===== src/verilog/boot_cfg_pkg.sv =====
package boot_cfg_pkg;
  // Configuration word zero field positions.
  localparam int PROT_LSB = 10;
  localparam int PROT_W = 10;
  localparam int BOOT_PROT_BIT = 24;
  localparam int CHAN_LSB = 3;
  localparam int CHAN_W = 2;
  localparam int SCAN_BIT = 2;
  localparam int DBG_LSB = 0;
  localparam int DBG_W = 2;
  // Configuration word two field positions.
  localparam int PLLDIV_LSB = 0;
  localparam int PLLDIV_W = 3;
  // Flash page size in bytes and protect address width.
  localparam logic [20:0] PAGE_BYTES = 21'h00_0400;
  localparam int FADDR_W = 21;
  localparam logic [1:0] DBG_FORCED = 2'h3;
  // Register offsets (byte addresses).
  localparam logic [3:0] OFS_WORD_ZERO = 4'h0;
  localparam logic [3:0] OFS_WORD_TWO = 4'h4;
  localparam logic [3:0] OFS_RUNTIME = 4'h8;
  localparam logic [3:0] OFS_STATUS = 4'hC;
  localparam int RT_SCAN_BIT = 0;
  localparam logic [31:0] UNMAPPED_READ = 32'h0000_0000;

  typedef enum logic [1:0] {
    CHAN_RESERVED,
    CHAN_PAIR_THREE,
    CHAN_PAIR_TWO,
    CHAN_PAIR_ONE
  } chan_t;

  // Divide ratio table indexed by the pll input divider code.
  function automatic logic [3:0] pll_ratio(input logic [2:0] code);
    logic [3:0] r;
    r = 4'h1;
    unique case (code)
      3'h0: r = 4'h1;
      3'h1: r = 4'h2;
      3'h2: r = 4'h3;
      3'h3: r = 4'h4;
      3'h4: r = 4'h5;
      3'h5: r = 4'h6;
      3'h6: r = 4'hA;
      3'h7: r = 4'hC;
    endcase
    return r;
  endfunction : pll_ratio
endpackage : boot_cfg_pkg


===== src/verilog/cfg_settings_if.sv =====
interface cfg_settings_if;
  logic [31:0] word_zero;
  logic [31:0] word_two;
  logic loaded;
  modport producer (output word_zero, output word_two, output loaded);
  modport consumer (input word_zero, input word_two, input loaded);
endinterface : cfg_settings_if


===== src/verilog/boot_config_word_decode.sv =====
module boot_config_word_decode (
  // Clock and reset.
  input wire logic sys_clk,
  input wire logic rst,
  // Configuration words from flash and code protection state.
  input wire logic [31:0] flash_word_zero,
  input wire logic [31:0] flash_word_two,
  input wire logic code_protect,
  // Avalon-MM slave.
  input wire logic [3:0] address,
  input wire logic read,
  input wire logic write,
  input wire logic [31:0] writedata,
  input wire logic [3:0] byteenable,
  output logic [31:0] readdata,
  output logic waitrequest,
  // Flash write guard.
  input wire logic [20:0] flash_write_addr,
  input wire logic flash_write_req,
  output logic flash_write_block,
  output logic [20:0] protect_boundary,
  // Decoded settings.
  output logic [1:0] debug_channel_select,
  output logic debug_pair_one,
  output logic debug_pair_two,
  output logic debug_pair_three,
  output logic scan_port_enable,
  output logic [1:0] debugger_field,
  output logic debugger_enable,
  output logic [2:0] pll_input_divider,
  output logic [3:0] pll_divide_ratio,
  output logic settings_valid
);
  cfg_settings_if cfg ();
  logic [31:0] fw0_s1, fw0_s2, fw2_s1, fw2_s2;
  logic cp_s1, cp_s2;
  logic runtime_scan;
  logic ack;
  boot_cfg_pkg::chan_t chan;
  logic [1:0] dbg_raw;

  // Flash words and strap arrive from outside the clock domain.
  // The synchronisers keep running through reset, so the latch sees settled words at release.
  always_ff @(posedge sys_clk) begin
    fw0_s1 <= flash_word_zero;
    fw0_s2 <= fw0_s1;
    fw2_s1 <= flash_word_two;
    fw2_s2 <= fw2_s1;
    cp_s1 <= code_protect;
    cp_s2 <= cp_s1;
  end

  cfg_word_latch u_latch (
    .sys_clk(sys_clk),
    .rst(rst),
    .flash_word_zero(fw0_s2),
    .flash_word_two(fw2_s2),
    .cfg(cfg.producer)
  );

  flash_guard u_guard (
    .sys_clk(sys_clk),
    .rst(rst),
    .cfg(cfg.consumer),
    .write_addr(flash_write_addr),
    .write_req(flash_write_req),
    .write_block(flash_write_block),
    .boundary(protect_boundary)
  );

  assign chan = boot_cfg_pkg::chan_t'(cfg.word_zero[boot_cfg_pkg::CHAN_LSB +: boot_cfg_pkg::CHAN_W]);
  assign dbg_raw = cfg.word_zero[boot_cfg_pkg::DBG_LSB +: boot_cfg_pkg::DBG_W];

  // Decoded outputs are registered; all but debugger_field and debugger_enable, which follow cp_s2, stay steady between resets.
  always_ff @(posedge sys_clk or posedge rst) begin
    if (rst) begin
      debug_channel_select <= 2'h0;
      debug_pair_one <= 1'b0;
      debug_pair_two <= 1'b0;
      debug_pair_three <= 1'b0;
      scan_port_enable <= 1'b0;
      debugger_field <= boot_cfg_pkg::DBG_FORCED;
      debugger_enable <= 1'b0;
      pll_input_divider <= 3'h0;
      pll_divide_ratio <= 4'h1;
      settings_valid <= 1'b0;
    end else begin
      settings_valid <= cfg.loaded;
      debug_channel_select <= cfg.word_zero[boot_cfg_pkg::CHAN_LSB +: boot_cfg_pkg::CHAN_W];
      debug_pair_one <= cfg.loaded && chan == boot_cfg_pkg::CHAN_PAIR_ONE;
      debug_pair_two <= cfg.loaded && chan == boot_cfg_pkg::CHAN_PAIR_TWO;
      debug_pair_three <= cfg.loaded && chan == boot_cfg_pkg::CHAN_PAIR_THREE;
      scan_port_enable <= cfg.loaded && cfg.word_zero[boot_cfg_pkg::SCAN_BIT];
      // Code protection overrides whatever was programmed in the field.
      debugger_field <= cp_s2 ? boot_cfg_pkg::DBG_FORCED : dbg_raw;
      debugger_enable <= cfg.loaded && !cp_s2 && !dbg_raw[1];
      pll_input_divider <= cfg.word_two[boot_cfg_pkg::PLLDIV_LSB +: boot_cfg_pkg::PLLDIV_W];
      pll_divide_ratio <= boot_cfg_pkg::pll_ratio(
        cfg.word_two[boot_cfg_pkg::PLLDIV_LSB +: boot_cfg_pkg::PLLDIV_W]);
    end
  end

  // Runtime scan enable: seeded from the word at load, software may change it later.
  always_ff @(posedge sys_clk or posedge rst) begin
    if (rst) begin
      runtime_scan <= 1'b0;
    end else if (cfg.loaded && !settings_valid) begin
      runtime_scan <= cfg.word_zero[boot_cfg_pkg::SCAN_BIT];
    end else if (write && ack && address == boot_cfg_pkg::OFS_RUNTIME && byteenable[0]) begin
      runtime_scan <= writedata[boot_cfg_pkg::RT_SCAN_BIT];
    end
  end

  // Every access takes one wait cycle, then completes; data is registered.
  always_ff @(posedge sys_clk or posedge rst) begin
    if (rst) begin
      ack <= 1'b0;
      readdata <= 32'h0000_0000;
    end else begin
      ack <= (read || write) && !ack;
      if (read && !ack) begin
        unique case (address)
          boot_cfg_pkg::OFS_WORD_ZERO: readdata <= cfg.word_zero;
          boot_cfg_pkg::OFS_WORD_TWO: readdata <= cfg.word_two;
          boot_cfg_pkg::OFS_RUNTIME: readdata <= {31'h0000_0000, runtime_scan};
          boot_cfg_pkg::OFS_STATUS: readdata <= {29'h0000_0000, debugger_enable,
                                                 cp_s2, settings_valid};
          default: readdata <= boot_cfg_pkg::UNMAPPED_READ;
        endcase
      end
    end
  end
  assign waitrequest = (read || write) && !ack;

  a_pair_one_code: assert property (@(posedge sys_clk) disable iff (rst)
    cfg.loaded && chan == boot_cfg_pkg::CHAN_PAIR_ONE |=> debug_pair_one && !debug_pair_two)
    else $error("pair one not selected for code 11");
  a_reserved_chan: assert property (@(posedge sys_clk) disable iff (rst)
    chan == boot_cfg_pkg::CHAN_RESERVED |=> !debug_pair_one && !debug_pair_two
      && !debug_pair_three)
    else $error("reserved channel code selected a pair");
  a_scan_follows: assert property (@(posedge sys_clk) disable iff (rst)
    cfg.loaded |=> scan_port_enable == $past(cfg.word_zero[boot_cfg_pkg::SCAN_BIT]))
    else $error("scan enable does not follow word bit");
  a_debug_forced: assert property (@(posedge sys_clk) disable iff (rst)
    cp_s2 |=> debugger_field == boot_cfg_pkg::DBG_FORCED && !debugger_enable)
    else $error("debugger not forced off under code protection");
  a_debug_enable: assert property (@(posedge sys_clk) disable iff (rst)
    cfg.loaded && !cp_s2 && !dbg_raw[1] |=> debugger_enable)
    else $error("debugger not enabled for upper bit zero");
  a_pll_ratio_max: assert property (@(posedge sys_clk) disable iff (rst)
    cfg.word_two[boot_cfg_pkg::PLLDIV_LSB +: boot_cfg_pkg::PLLDIV_W] == 3'h7
      |=> pll_divide_ratio == 4'hC)
    else $error("code 111 does not give ratio 12");
  a_pll_ratio_six: assert property (@(posedge sys_clk) disable iff (rst)
    cfg.word_two[boot_cfg_pkg::PLLDIV_LSB +: boot_cfg_pkg::PLLDIV_W] == 3'h6
      |=> pll_divide_ratio == 4'hA)
    else $error("code 110 does not give ratio 10");
  a_load_in_time: assert property (@(posedge sys_clk) disable iff (rst)
    !cfg.loaded |=> cfg.loaded ##1 settings_valid)
    else $error("settings not valid within two cycles");
  a_valid_stays: assert property (@(posedge sys_clk) disable iff (rst)
    settings_valid |=> settings_valid && $stable(pll_input_divider))
    else $error("settings changed after load");
  a_bus_answer: assert property (@(posedge sys_clk) disable iff (rst)
    (read || write) && !ack |=> ack)
    else $error("bus answer late");

  c_pair_two: cover property (@(posedge sys_clk) disable iff (rst) debug_pair_two);
  c_block: cover property (@(posedge sys_clk) disable iff (rst) flash_write_block);
  c_forced: cover property (@(posedge sys_clk) disable iff (rst) cp_s2 && settings_valid);
  c_rt_write: cover property (@(posedge sys_clk) disable iff (rst)
    write && ack && address == boot_cfg_pkg::OFS_RUNTIME);
endmodule : boot_config_word_decode


===== src/verilog/cfg_word_latch.sv =====
module cfg_word_latch (
  // Clock and reset.
  input wire logic sys_clk,
  input wire logic rst,
  // Raw words from flash.
  input wire logic [31:0] flash_word_zero,
  input wire logic [31:0] flash_word_two,
  // Held copies.
  cfg_settings_if.producer cfg
);
  // The words are captured by a clock edge after release, never by the reset itself.
  always_ff @(posedge sys_clk or posedge rst) begin
    if (rst) begin
      cfg.loaded <= 1'b0;
      cfg.word_zero <= 32'h0000_0000;
      cfg.word_two <= 32'h0000_0000;
    end else if (!cfg.loaded) begin
      cfg.loaded <= 1'b1;
      cfg.word_zero <= flash_word_zero;
      cfg.word_two <= flash_word_two;
    end
  end

  a_words_hold_after: assert property (@(posedge sys_clk) disable iff (rst)
    $past(cfg.loaded) |-> $stable(cfg.word_zero) && $stable(cfg.word_two))
    else $error("configuration words changed after load");
endmodule : cfg_word_latch


===== src/verilog/flash_guard.sv =====
module flash_guard (
  // Clock and reset.
  input wire logic sys_clk,
  input wire logic rst,
  // Held configuration.
  cfg_settings_if.consumer cfg,
  // Flash write request from code execution.
  input wire logic [20:0] write_addr,
  input wire logic write_req,
  output logic write_block,
  output logic [20:0] boundary
);
  logic [9:0] field;
  logic [9:0] pages;
  logic active;
  assign field = cfg.word_zero[boot_cfg_pkg::PROT_LSB +: boot_cfg_pkg::PROT_W];
  assign pages = ~field;
  // All zeros inverts to the largest count, 1023 pages, so protection covers byte addresses below 0xFFC00.
  assign active = cfg.loaded && !cfg.word_zero[boot_cfg_pkg::BOOT_PROT_BIT];
  always_ff @(posedge sys_clk or posedge rst) begin
    if (rst) begin
      boundary <= 21'h00_0000;
    end else begin
      boundary <= active ? 21'(pages * boot_cfg_pkg::PAGE_BYTES) : 21'h00_0000;
    end
  end
  assign write_block = write_req && (write_addr < boundary);

  a_block_below_bound: assert property (@(posedge sys_clk) disable iff (rst)
    write_req && write_addr < boundary |-> write_block)
    else $error("write below boundary not blocked");
  a_boot_gate_off: assert property (@(posedge sys_clk) disable iff (rst)
    $past(cfg.loaded) && cfg.word_zero[boot_cfg_pkg::BOOT_PROT_BIT] |-> boundary == 21'h00_0000)
    else $error("boundary set while boot flash unprotected");
  a_all_ones_off: assert property (@(posedge sys_clk) disable iff (rst)
    $past(cfg.loaded) && (&field) |-> !write_block)
    else $error("all ones field still protects");
endmodule : flash_guard

===== config.mk =====
export PLATFORM = sky130hd
export DESIGN_NAME = boot_config_word_decode
export DESIGN_NICKNAME = d
export VERILOG_FILES = /design/src/verilog/boot_cfg_pkg.sv /design/src/verilog/cfg_settings_if.sv /design/src/verilog/boot_config_word_decode.sv /design/src/verilog/cfg_word_latch.sv /design/src/verilog/flash_guard.sv
export SDC_FILE = /design/constraint.sdc
export NUM_CORES = 1
export LEC_CHECK = 0
export BUFFER_PORTS_ARGS = -buffer_cell sky130_fd_sc_hd__buf_2
export CAP_MARGIN = 5
export CORE_MARGIN = 10
export CORE_UTILIZATION = 56
export CTS_CLUSTER_DIAMETER = 80
export DETAILED_ROUTE_END_ITERATION = 10
export PLACE_DENSITY_LB_ADDON = 0.1
export SETUP_SLACK_MARGIN = 0.15
export SYNTH_ARGS = -nofsm -noshare
export SYNTH_HDL_FRONTEND = slang
export SYNTH_HIERARCHICAL = 1
export SYNTH_SLANG_ARGS = --single-unit

===== constraint.sdc =====
create_clock -name sys_clk -period 5.7 [get_ports sys_clk]
set_clock_uncertainty 0.15 [all_clocks]
set_input_delay 0 -clock sys_clk [delete_from_list [all_inputs] [get_ports sys_clk]]
set_output_delay 0 -clock sys_clk [all_outputs]
set_load 0.01 [all_outputs]

# ---- Word level (Yosys, flattened, before mapping)
# Memories as Yosys holds them, arrays and structs flattened. A register that Yosys moved wholly into a read port is not among the register bits.
# Index checks and enable logic that the tools add are counted.
dict set report op_classes {
  n_mux 5
  bitwise_logic 1
  reduce_logical 22
  magnitude_cmp 1
  n_eq_ne 6
}
# operator count
set ops {}
lappend ops {{$pmux 32 s4} 1}
lappend ops {{$lt 21x21->1} 1}
lappend ops {{$mux 20} 1}
lappend ops {{$logic_and 1x1->1} 14}
lappend ops {{$not 10->10} 1}
lappend ops {{$eq 4x4->1 const B} 2}
lappend ops {{$logic_not 1->1} 5}
lappend ops {{$eq 2x2->1 const B} 2}
lappend ops {{$eq 4x3->1 const B} 1}
lappend ops {{$logic_not 4->1} 1}
lappend ops {{$eq 2x1->1 const B} 1}
lappend ops {{$mux 1} 2}
lappend ops {{$mux 2} 1}
lappend ops {{$reduce_bool 2->1} 1}
lappend ops {{$logic_or 1x1->1} 1}
dict set report totals {
  reg_bits 263
  n_memories 1
  out_inout_bits 72
  mem_bits_ro 32
}
# memory depth word_bits rd rd_ports_with_merged_regs wr line
set mem_list {}
lappend mem_list {{(name not given)} 8 4 1 1 0 boot_cfg_pkg.sv:37} ;# unique case (code)

# ---- Depth between registers and ports, before layout
# Gate-level depths: netlist (run 1).
dict set report logic_depth {
  depth_word 5
  mapped_depth 6
}

# ---- Cells and area by module
# Netlist (run 1), hierarchy kept.
# mod instances cells_per_inst area_each_um2
set by_module_without_submodules {}
lappend by_module_without_submodules {boot_config_word_decode 1 322 4845.9}
lappend by_module_without_submodules {cfg_word_latch 1 138 2711.4}
lappend by_module_without_submodules {flash_guard 1 68 619.3}

# ---- Least setup slack after synthesis (run 1)
# Ideal clock, no wire load.
dict set report synth_timing {
  path_kind {register to output}
  start {register u_guard.boundary[18]}
  end {output flash_write_block}
  arrival_ns 1.596
  path_stages_with_launch 7
  setup_slack_ns 3.954
  cell_sequence {dfrtp_1 inv_1 ha_1 a21oi_1 o22ai_1 or4b_1 a21oi_1}
}
dict set report synth_via {
  elab_chain_cells 2
}
# item line
set synth_rtl {}
lappend synth_rtl {{start: declaration} flash_guard.sv:11} ;# output logic [20:0] boundary
lappend synth_rtl {{start signal: assignment} flash_guard.sv:24} ;# boundary <= active ? 21'(pages * boot_cfg_pkg::PAGE_BYTES) : 21'h00_0000;
lappend synth_rtl {{$lt 21x21->1} flash_guard.sv:27} ;# assign write_block = write_req && (write_addr < boundary);
lappend synth_rtl {{$logic_and 1x1->1} flash_guard.sv:27}
lappend synth_rtl {{end: declaration} boot_config_word_decode.sv:20} ;# output logic flash_write_block,
# Every way passes these cells.

# ---- Worst setup path after layout (run 1)
dict set report layout_timing {
  start {register u_guard.boundary[19]}
  end {output flash_write_block}
}
# The elaborated chain is that of the path after synthesis.

==> results of run 1 <==
-- registers in the layout, indices dropped and copies added, names as in the netlist, 2 cells and up --
name / count
debug_channel_select: 2
fw0_s1: 32
u_latch/cfg.word_two: 32
u_latch/cfg.word_zero: 32
pll_divide_ratio: 4
pll_input_divider: 3
u_guard/boundary: 10
fw2_s1: 32
debugger_field: 2
fw2_s2: 32
fw0_s2: 32
readdata: 32
-- where the power goes --
part | internal, mW | switching (mW)
sequential | 1.93 | 0.0743
clock | 0.979 | 0.660
combinational | 0.216 | 0.147
total | 3.13 | 0.881
-- per-stage QoR --
stage	cells	worst slack, ns	hold slack [ns]	utilization (%)	power [mW]
global placement	843	3.39	-0.128	61.8	2.31
finish	1033	3.29	0.0976	77.7	4.01
floorplan	538	3.92	-0.310	-	2.22
global route	1033	3.15	0.114	77.7	4.16
detailed placement	843	3.33	-0.110	61.8	2.33
CTS	1032	3.29	0.0826	77.6	4.04
-- metal layers --
layer  track usage (%)  share of wire (%)
met5                 0                  0
met4              5.16                2.3
met3              4.47                5.4
met2              33.7                 53
met1              20.2                 39
-- what timing repair did --
action,CTS,global route
setup buffers,0,0
hold buffers,144,0
hold endpoints to repair,218,0
endpoints found under the setup margin,0,0
-- cell type report --
class                      instances  area [sq um]
antenna                            1          2.50
clock buffer                      39           771
clock inverter                     6          70.1
fill                             865          3220
inverter                          16          60.1
multi-input combinational        236          2100
sequential                       256          5760
tap                              184           230
timing repair buffer             295          2210
-- worst min-delay path: stages --
cell and delay, ns:
buf_2 0.10, buf_4 0.32, mux2i_1 0.22, o21ai_0 0.09
-- worst paths after layout --
| path | from | to | slack, ns | cells past startpoint |
|---|---|---|---|---|
| max in group asynchronous | rst | u_latch/cfg.loaded | 4.54 | 4 |
| setup reg to reg | ack | runtime_scan | 3.30 | 5 |
| setup / recovery | u_guard/boundary[19] | flash_write_block | 3.29 | 7 |
| min in group asynchronous | rst | readdata[15] | 0.14 | 4 |
| hold / removal | address[2] | readdata[7] | 0.1 | 4 |
| hold reg to reg | fw0_s1[7] | fw0_s2[7] | 0.17 | 0 |
-- layout by cell type, fill, tap and decap left out, types with 16 or more instances in the layout --
| master | synthesis | final |
|---|---|---|
| nor2_1 | 16 | 16 |
| buf_2 | 2 | 147 |
| o21ai_0 | 24 | 24 |
| mux2i_1 | 29 | 29 |
| dfrtp_1 | 123 | 122 |
| dfxtp_1 | 130 | 130 |
| nand2_1 | 37 | 37 |
| clkbuf_16 | 0 | 27 |
| dlygate4sd3_1 | 0 | 144 |
| mux2_4 | 60 | 60 |
-- cells in the mapped netlist, drive strengths merged --
master | number | area, sq um
nor3b | 1 | 12.5
nor2 | 16 | 60.1
or4b | 1 | 10.0
dfrtp | 123 | 3080
a32oi | 2 | 17.5
nand4b | 1 | 8.76
a21o | 1 | 7.51
and4b | 1 | 10.0
buf | 24 | 269
conb | 2 | 7.51
o31a | 1 | 8.76
a21oi | 4 | 20.0
inv | 16 | 60.1
o22ai | 1 | 6.26
and3 | 2 | 12.5
mux2i | 29 | 290
nand2b | 5 | 46.3
nor2b | 1 | 6.26
mux2 | 69 | 1000
dfxtp | 130 | 2600
o21ai | 34 | 208
dfstp | 3 | 78.8
and2 | 2 | 12.5
ha | 10 | 125
nor3 | 1 | 16.3
nand2 | 37 | 139
a21boi | 1 | 7.51
clkbuf | 6 | 27.5
or2 | 2 | 12.5
a22oi | 1 | 7.51
a31oi | 1 | 6.26
-- kinds of logic (layout without fill, tap and decap cells) --
family                     Yosys count  count (layout)  share of synthesized area (%)
buffers and inverters               46             356                           4.36
AOI/OAI and AO/OA                   46              46                           3.54
and+or+nand+nor                     70              70                           4.24
muxes                               98              98                           15.8
other                                2              13                         0.0918
DFF                                256             256                           70.4
adders and majority gates           10              10                           1.53
==> impl_metrics.toml, run 1 <==
[synth]
synthDistinctLibCells = 40
syn_inst = 528
netlist_area_sq_mm = 0.00818
synth_area_per_cell_sq_um = 15.5
seq_area_frac_synth_pct = 70.4
ys_warn_count = 6
synth-seq-cells = 256

[sta]
slew_headroom_pct = 41.4
hold_viol_final = 0
finalCritPeriodShare_pct = 42.3
min_period_ns = 2.41
grt_setup_unrepaired = "no"
slew_viol_final = 0
setup_viol_count_final = 0
fmax_mhz = 415
setup-tns-final_ns = 0
tightest_slew_ns = 0.880

[cts]
cts_tree = "built"
h-tree-depth = 1
clk_pin_slew_ns = 0.06
worstSkewPairLatency_ns = 0.52
cts_root_buf = "clkbuf_16"
cts.sinks = 256
cts_buffers = 25
cts_resized = 0
cts_max_path_buffers = 3

[grt]
grt_use_total_pct = 18.2
grt_pass1_wl_mm = 29.3
grt_start_max_net_pins = 66
grt_antenna_before_repair = 1
overflow = 0
grt_pass1_vias = 5606

[setup_path]
cp_top_family = "simple AND/OR/NAND/NOR gates"
crit_required_ns = 5.55
path_cells = "inv_1 -> ha_1 -> nand4b_1 -> o22ai_1 -> or4b_1 -> a21oi_1 -> buf_2"
worst_setup_path_end_kind = "output pin"
crit_path_max_incr_delay_ns = 0.51
critPathKind = "reg2out"
crit_arrival_ns = 2.26
crit_fanout = 2
cp_num_buf_inv = 2
cp-start-kind = "register"
crit_slowest_cell = "or4b_1"

[routing]
viasPerCell = 4.75
drt-total-wl_mm = 18.2
vias = 4903
drtAntennaViolNets = 0
dr.pass1.iters = 4
drtIter0Drc = 227
wire_per_inst_um = 17.6
drc = 0

[floorplan]
die_h_um = 141
core_area_sq_mm = 0.0144
die-width_um = 141
io_pins = 203
die-area_sq_mm = 0.0198
start_util_pct = 56.7
num_rows = 44

[flow_run]
max-cap-violations = 0

[pwr]
cellPowerDensity_mw_per_mm2 = 358
ir_drop_v = 0.000283
p_leak_nw = 5.43

[cells_and_area]
final_layout_size_suffix_gt1_share_pct = 33.0
area_growth_pct = 37.0
fin_nets = 971
final_cell_area_sq_mm = 0.0112

[worst_hold_path]
hold_class = "in2reg"

[placed_design]
place_congestion = 0.854
portBuffers = 147
placed_area_sq_mm = 0.00892
detailed_place_hpwl_mm = 10.3

[status]
status = "finished clean"
(Power assumes the default switching activity.)
==> run 2: changes to the inputs <==
--- a/config.mk
+++ b/config.mk
@@ -5,10 +5,11 @@
 export SDC_FILE = /design/constraint.sdc
 export NUM_CORES = 1
 export LEC_CHECK = 0
+export ABC_AREA = 1
 export BUFFER_PORTS_ARGS = -buffer_cell sky130_fd_sc_hd__buf_2
 export CAP_MARGIN = 5
 export CORE_MARGIN = 10
-export CORE_UTILIZATION = 56
+export CORE_UTILIZATION = 52
 export CTS_CLUSTER_DIAMETER = 80
 export DETAILED_ROUTE_END_ITERATION = 10
 export PLACE_DENSITY_LB_ADDON = 0.1
==> constraint.sdc (replaced) <==
create_clock -name sys_clk -period 2.5 [get_ports sys_clk]
set_clock_uncertainty 0.15 [all_clocks]
set_input_delay 0 -clock sys_clk [delete_from_list [all_inputs] [get_ports sys_clk]]
set_output_delay 0 -clock sys_clk [all_outputs]
set_load 0.01 [all_outputs]
==> run 2 against run 1 <==
  * Wire length increased by 10%
  * Total power increased by 120%
  * Global-route usage increased by 0.35 points
  * Via count increased by 26%
  * Register-to-register slack got worse by 3.0 ns
  * First-iteration DRC count increased by 100%
  * Critical path depth increased by 3
  * Sequential share of layout area decreased by 1.2 points
  * Critical endpoint is now readdata[30]
==> impl_metrics.toml, run 2 <==
[setup_path]
crit_required_ns = 2.79
crit_arrival_ns = 2.53
worst_setup_path_end_kind = "register"
crit_fanout = 30
timing.rr.start = "u_latch/cfg.loaded"
critPathKind = "in2reg"
r2r_cells = 7
cp-start-kind = "input port"
reg2reg_slack_ns = 0.33
reg2reg_to = "runtime_scan"

[synth]
async_flop_share_pct = 49.2
synth_top_area_cell = "dfrtp_1"
synth_area_per_cell_sq_um = 10.2
ys_warn_count = 6
netlist_area_sq_mm = 0.00816
synthDistinctLibCells = 25
syn_inst = 796
synth_area_leaders = "dfrtp_1, dfxtp_1, nand2_1"
seq_area_frac_synth_pct = 70.6
yosysMostFrequentCell = "nand2_1"
synth-edff-count = 0
synth_common_cells = "nand2_1, dfxtp_1, dfrtp_1"
synth_flop_cell = "dfxtp_1"
yosys.area.top_type_share_pct = 37.7
synth-seq-cells = 256

[pwr]
ir_drop_v = 0.000538
cellPowerDensity_mw_per_mm2 = 780
pwr-share-seq_pct = 50.6
clock_power_share_pct = 40.7
p_int_mw = 6.93
combPwrFrac_pct = 8.7
power.total_mw = 8.93
net-switching-power_mw = 2.00
p_leak_nw = 5.94
swShare_pct = 22.4

[floorplan]
num_rows = 45
start_util_pct = 53.3
die_h_um = 145
core_area_sq_mm = 0.0153
die-area_sq_mm = 0.0211
io_pins = 203
die-width_um = 145

[placed_design]
portBuffers = 147
place_inst = 1130
place_congestion = 0.789
placed_area_sq_mm = 0.00899
detailed_place_hpwl_mm = 11.6
place_worst_setup_slack_ns = 0.768

[sta]
setup_viol_count_final = 0
hold_viol_final = 0
slew_headroom_pct = 26.2
grt_setup_unrepaired = "no"
slew_viol_final = 0
tightest_slew_ns = 1.11
min_period_ns = 2.24
timing.hold.ws_ns = 0.0489
layout_setup_ws_ns = 0.261
setup-tns-final_ns = 0
fmax_mhz = 447
finalCritPeriodShare_pct = 89.6

[routing]
drc = 0
drtAntennaViolNets = 0
vias = 6182
dr.pass1.iters = 4
wire_per_inst_um = 15.0
drt-total-wl_mm = 20.1
viasPerCell = 4.61
drtIter0Drc = 463

[status]
status = "finished clean"

[cts]
worstSkewPairLatency_ns = 0.50
cts.sinks = 256
cts_buffers = 24
cts_root_buf = "clkbuf_16"
cts_tree = "built"
cts_max_path_buffers = 3
h-tree-depth = 1
clk_pin_slew_ns = 0.06

[grt]
grt_start_max_net_pins = 47
grt_use_total_pct = 18.6
grt_pass1_wl_mm = 32.8
overflow = 0
grt_pass1_vias = 6528
grt_antenna_before_repair = 2

[worst_hold_path]
hold_class = "in2async"

[cells_and_area]
final_cell_area_sq_mm = 0.0115
final_util_pct = 74.8
final_cell_mix = "nand2_1, dlygate4sd3_1, buf_2"
n_fill_cell = 1040
final_cells = 1340
seqCellArea_sq_mm = 0.00576
final_common_cell = "nand2_1"
area_growth_pct = 40.4
final_layout_size_suffix_gt1_share_pct = 19.1
multi_input_area_sq_mm = 0.00202
fin_nets = 1250

[flow_run]
max-cap-violations = 0
-- run 2: cell count changes after synthesis, moves of 5 or more --
cell,change
buf_4,+6
mux2i_1,-29
nand3_1,+68
mux2_2,-9
buf_12,-6
buf_2,+10
inv_1,+14
mux2_4,-60
o21ai_2,-10
clkbuf_8,+6
nand2_1,+303
o21ai_0,-19
nor2_1,+5
-- run 2: final cells by class --
class,instances,area share [%]
timing repair buffer,320,21.6
clock buffer,39,6.63
tap,211,2.30
antenna,2,0.0437
inverter,32,1.05
sequential,256,50.3
multi-input combinational,475,17.6
clock inverter,5,0.448
-- run 2: power by group through the flow --
stage | logic (mW) | registers (mW) | clock network (mW)
CTS | 0.754 | 4.52 | 3.69
global route | 0.868 | 4.54 | 3.88
floorplan | 0.332 | 4.59 | 0
global placement | 0.557 | 4.59 | 0
finish | 0.776 | 4.52 | 3.64
detailed placement | 0.577 | 4.60 | 0
-- run 2: cells by family (layout without fill, tap and decap cells) --
| group | Yosys count | in the layout | share of synthesized area [%] |
|---|---|---|---|
| AND/OR/NAND/NOR | 442 | 442 | 21.9 |
| flip-flops | 256 | 256 | 70.6 |
| buffers and inverters | 75 | 396 | 5.20 |
| AO/OA/AOI/OAI | 11 | 11 | 0.705 |
| adder cells (fa/ha/maj) | 10 | 10 | 1.53 |
| other | 2 | 14 | 0.0921 |
-- run 2: layer usage --
layer	share of wire (%)	global-route usage, %	vias to the layer above
li1	-	-	3060
met1	43	23.0	2890
met2	49	31.8	202
met3	7.1	4.35	30
met4	1.7	5.11	0
met5	0	0	-
-- run 2: how the worst max path moves through the flow --
stage | startpoint | endpoint | depth (start not counted) | slack [ns]
after global placement | u_latch/cfg.loaded | u_latch/cfg.word_two[19] | 5 | 0.79
after global routing | address[2] | readdata[30] | 10 | 0.18
after floorplan | rst | u_latch/cfg.loaded | 1 | 0.72
after detailed placement | ack | readdata[6] | 4 | 0.77
after CTS | address[2] | readdata[30] | 10 | 0.25
final | address[2] | readdata[30] | 10 | 0.26
-- run 2: what timing repair did --
| action | 4_1_cts | 5_1_grt |
|---|---|---|
| resized for setup | 0 | 3 |
| hold buffers | 157 | 2 |
| setup buffers | 0 | 5 |
| setup endpoints to repair | 0 | 6 |
| hold endpoints to repair | 185 | 2 |
-- run 2: worst max-delay path, cell delays in order --
cell           delay, ns
dlygate4sd3_1       0.55
buf_2               0.16
nor2_2              0.11
buf_6               0.26
nand3_1             0.10
dlygate4sd3_1       0.56
nand2_1             0.06
dlygate4sd3_1       0.55
nand2_1             0.06
nand2_1             0.09
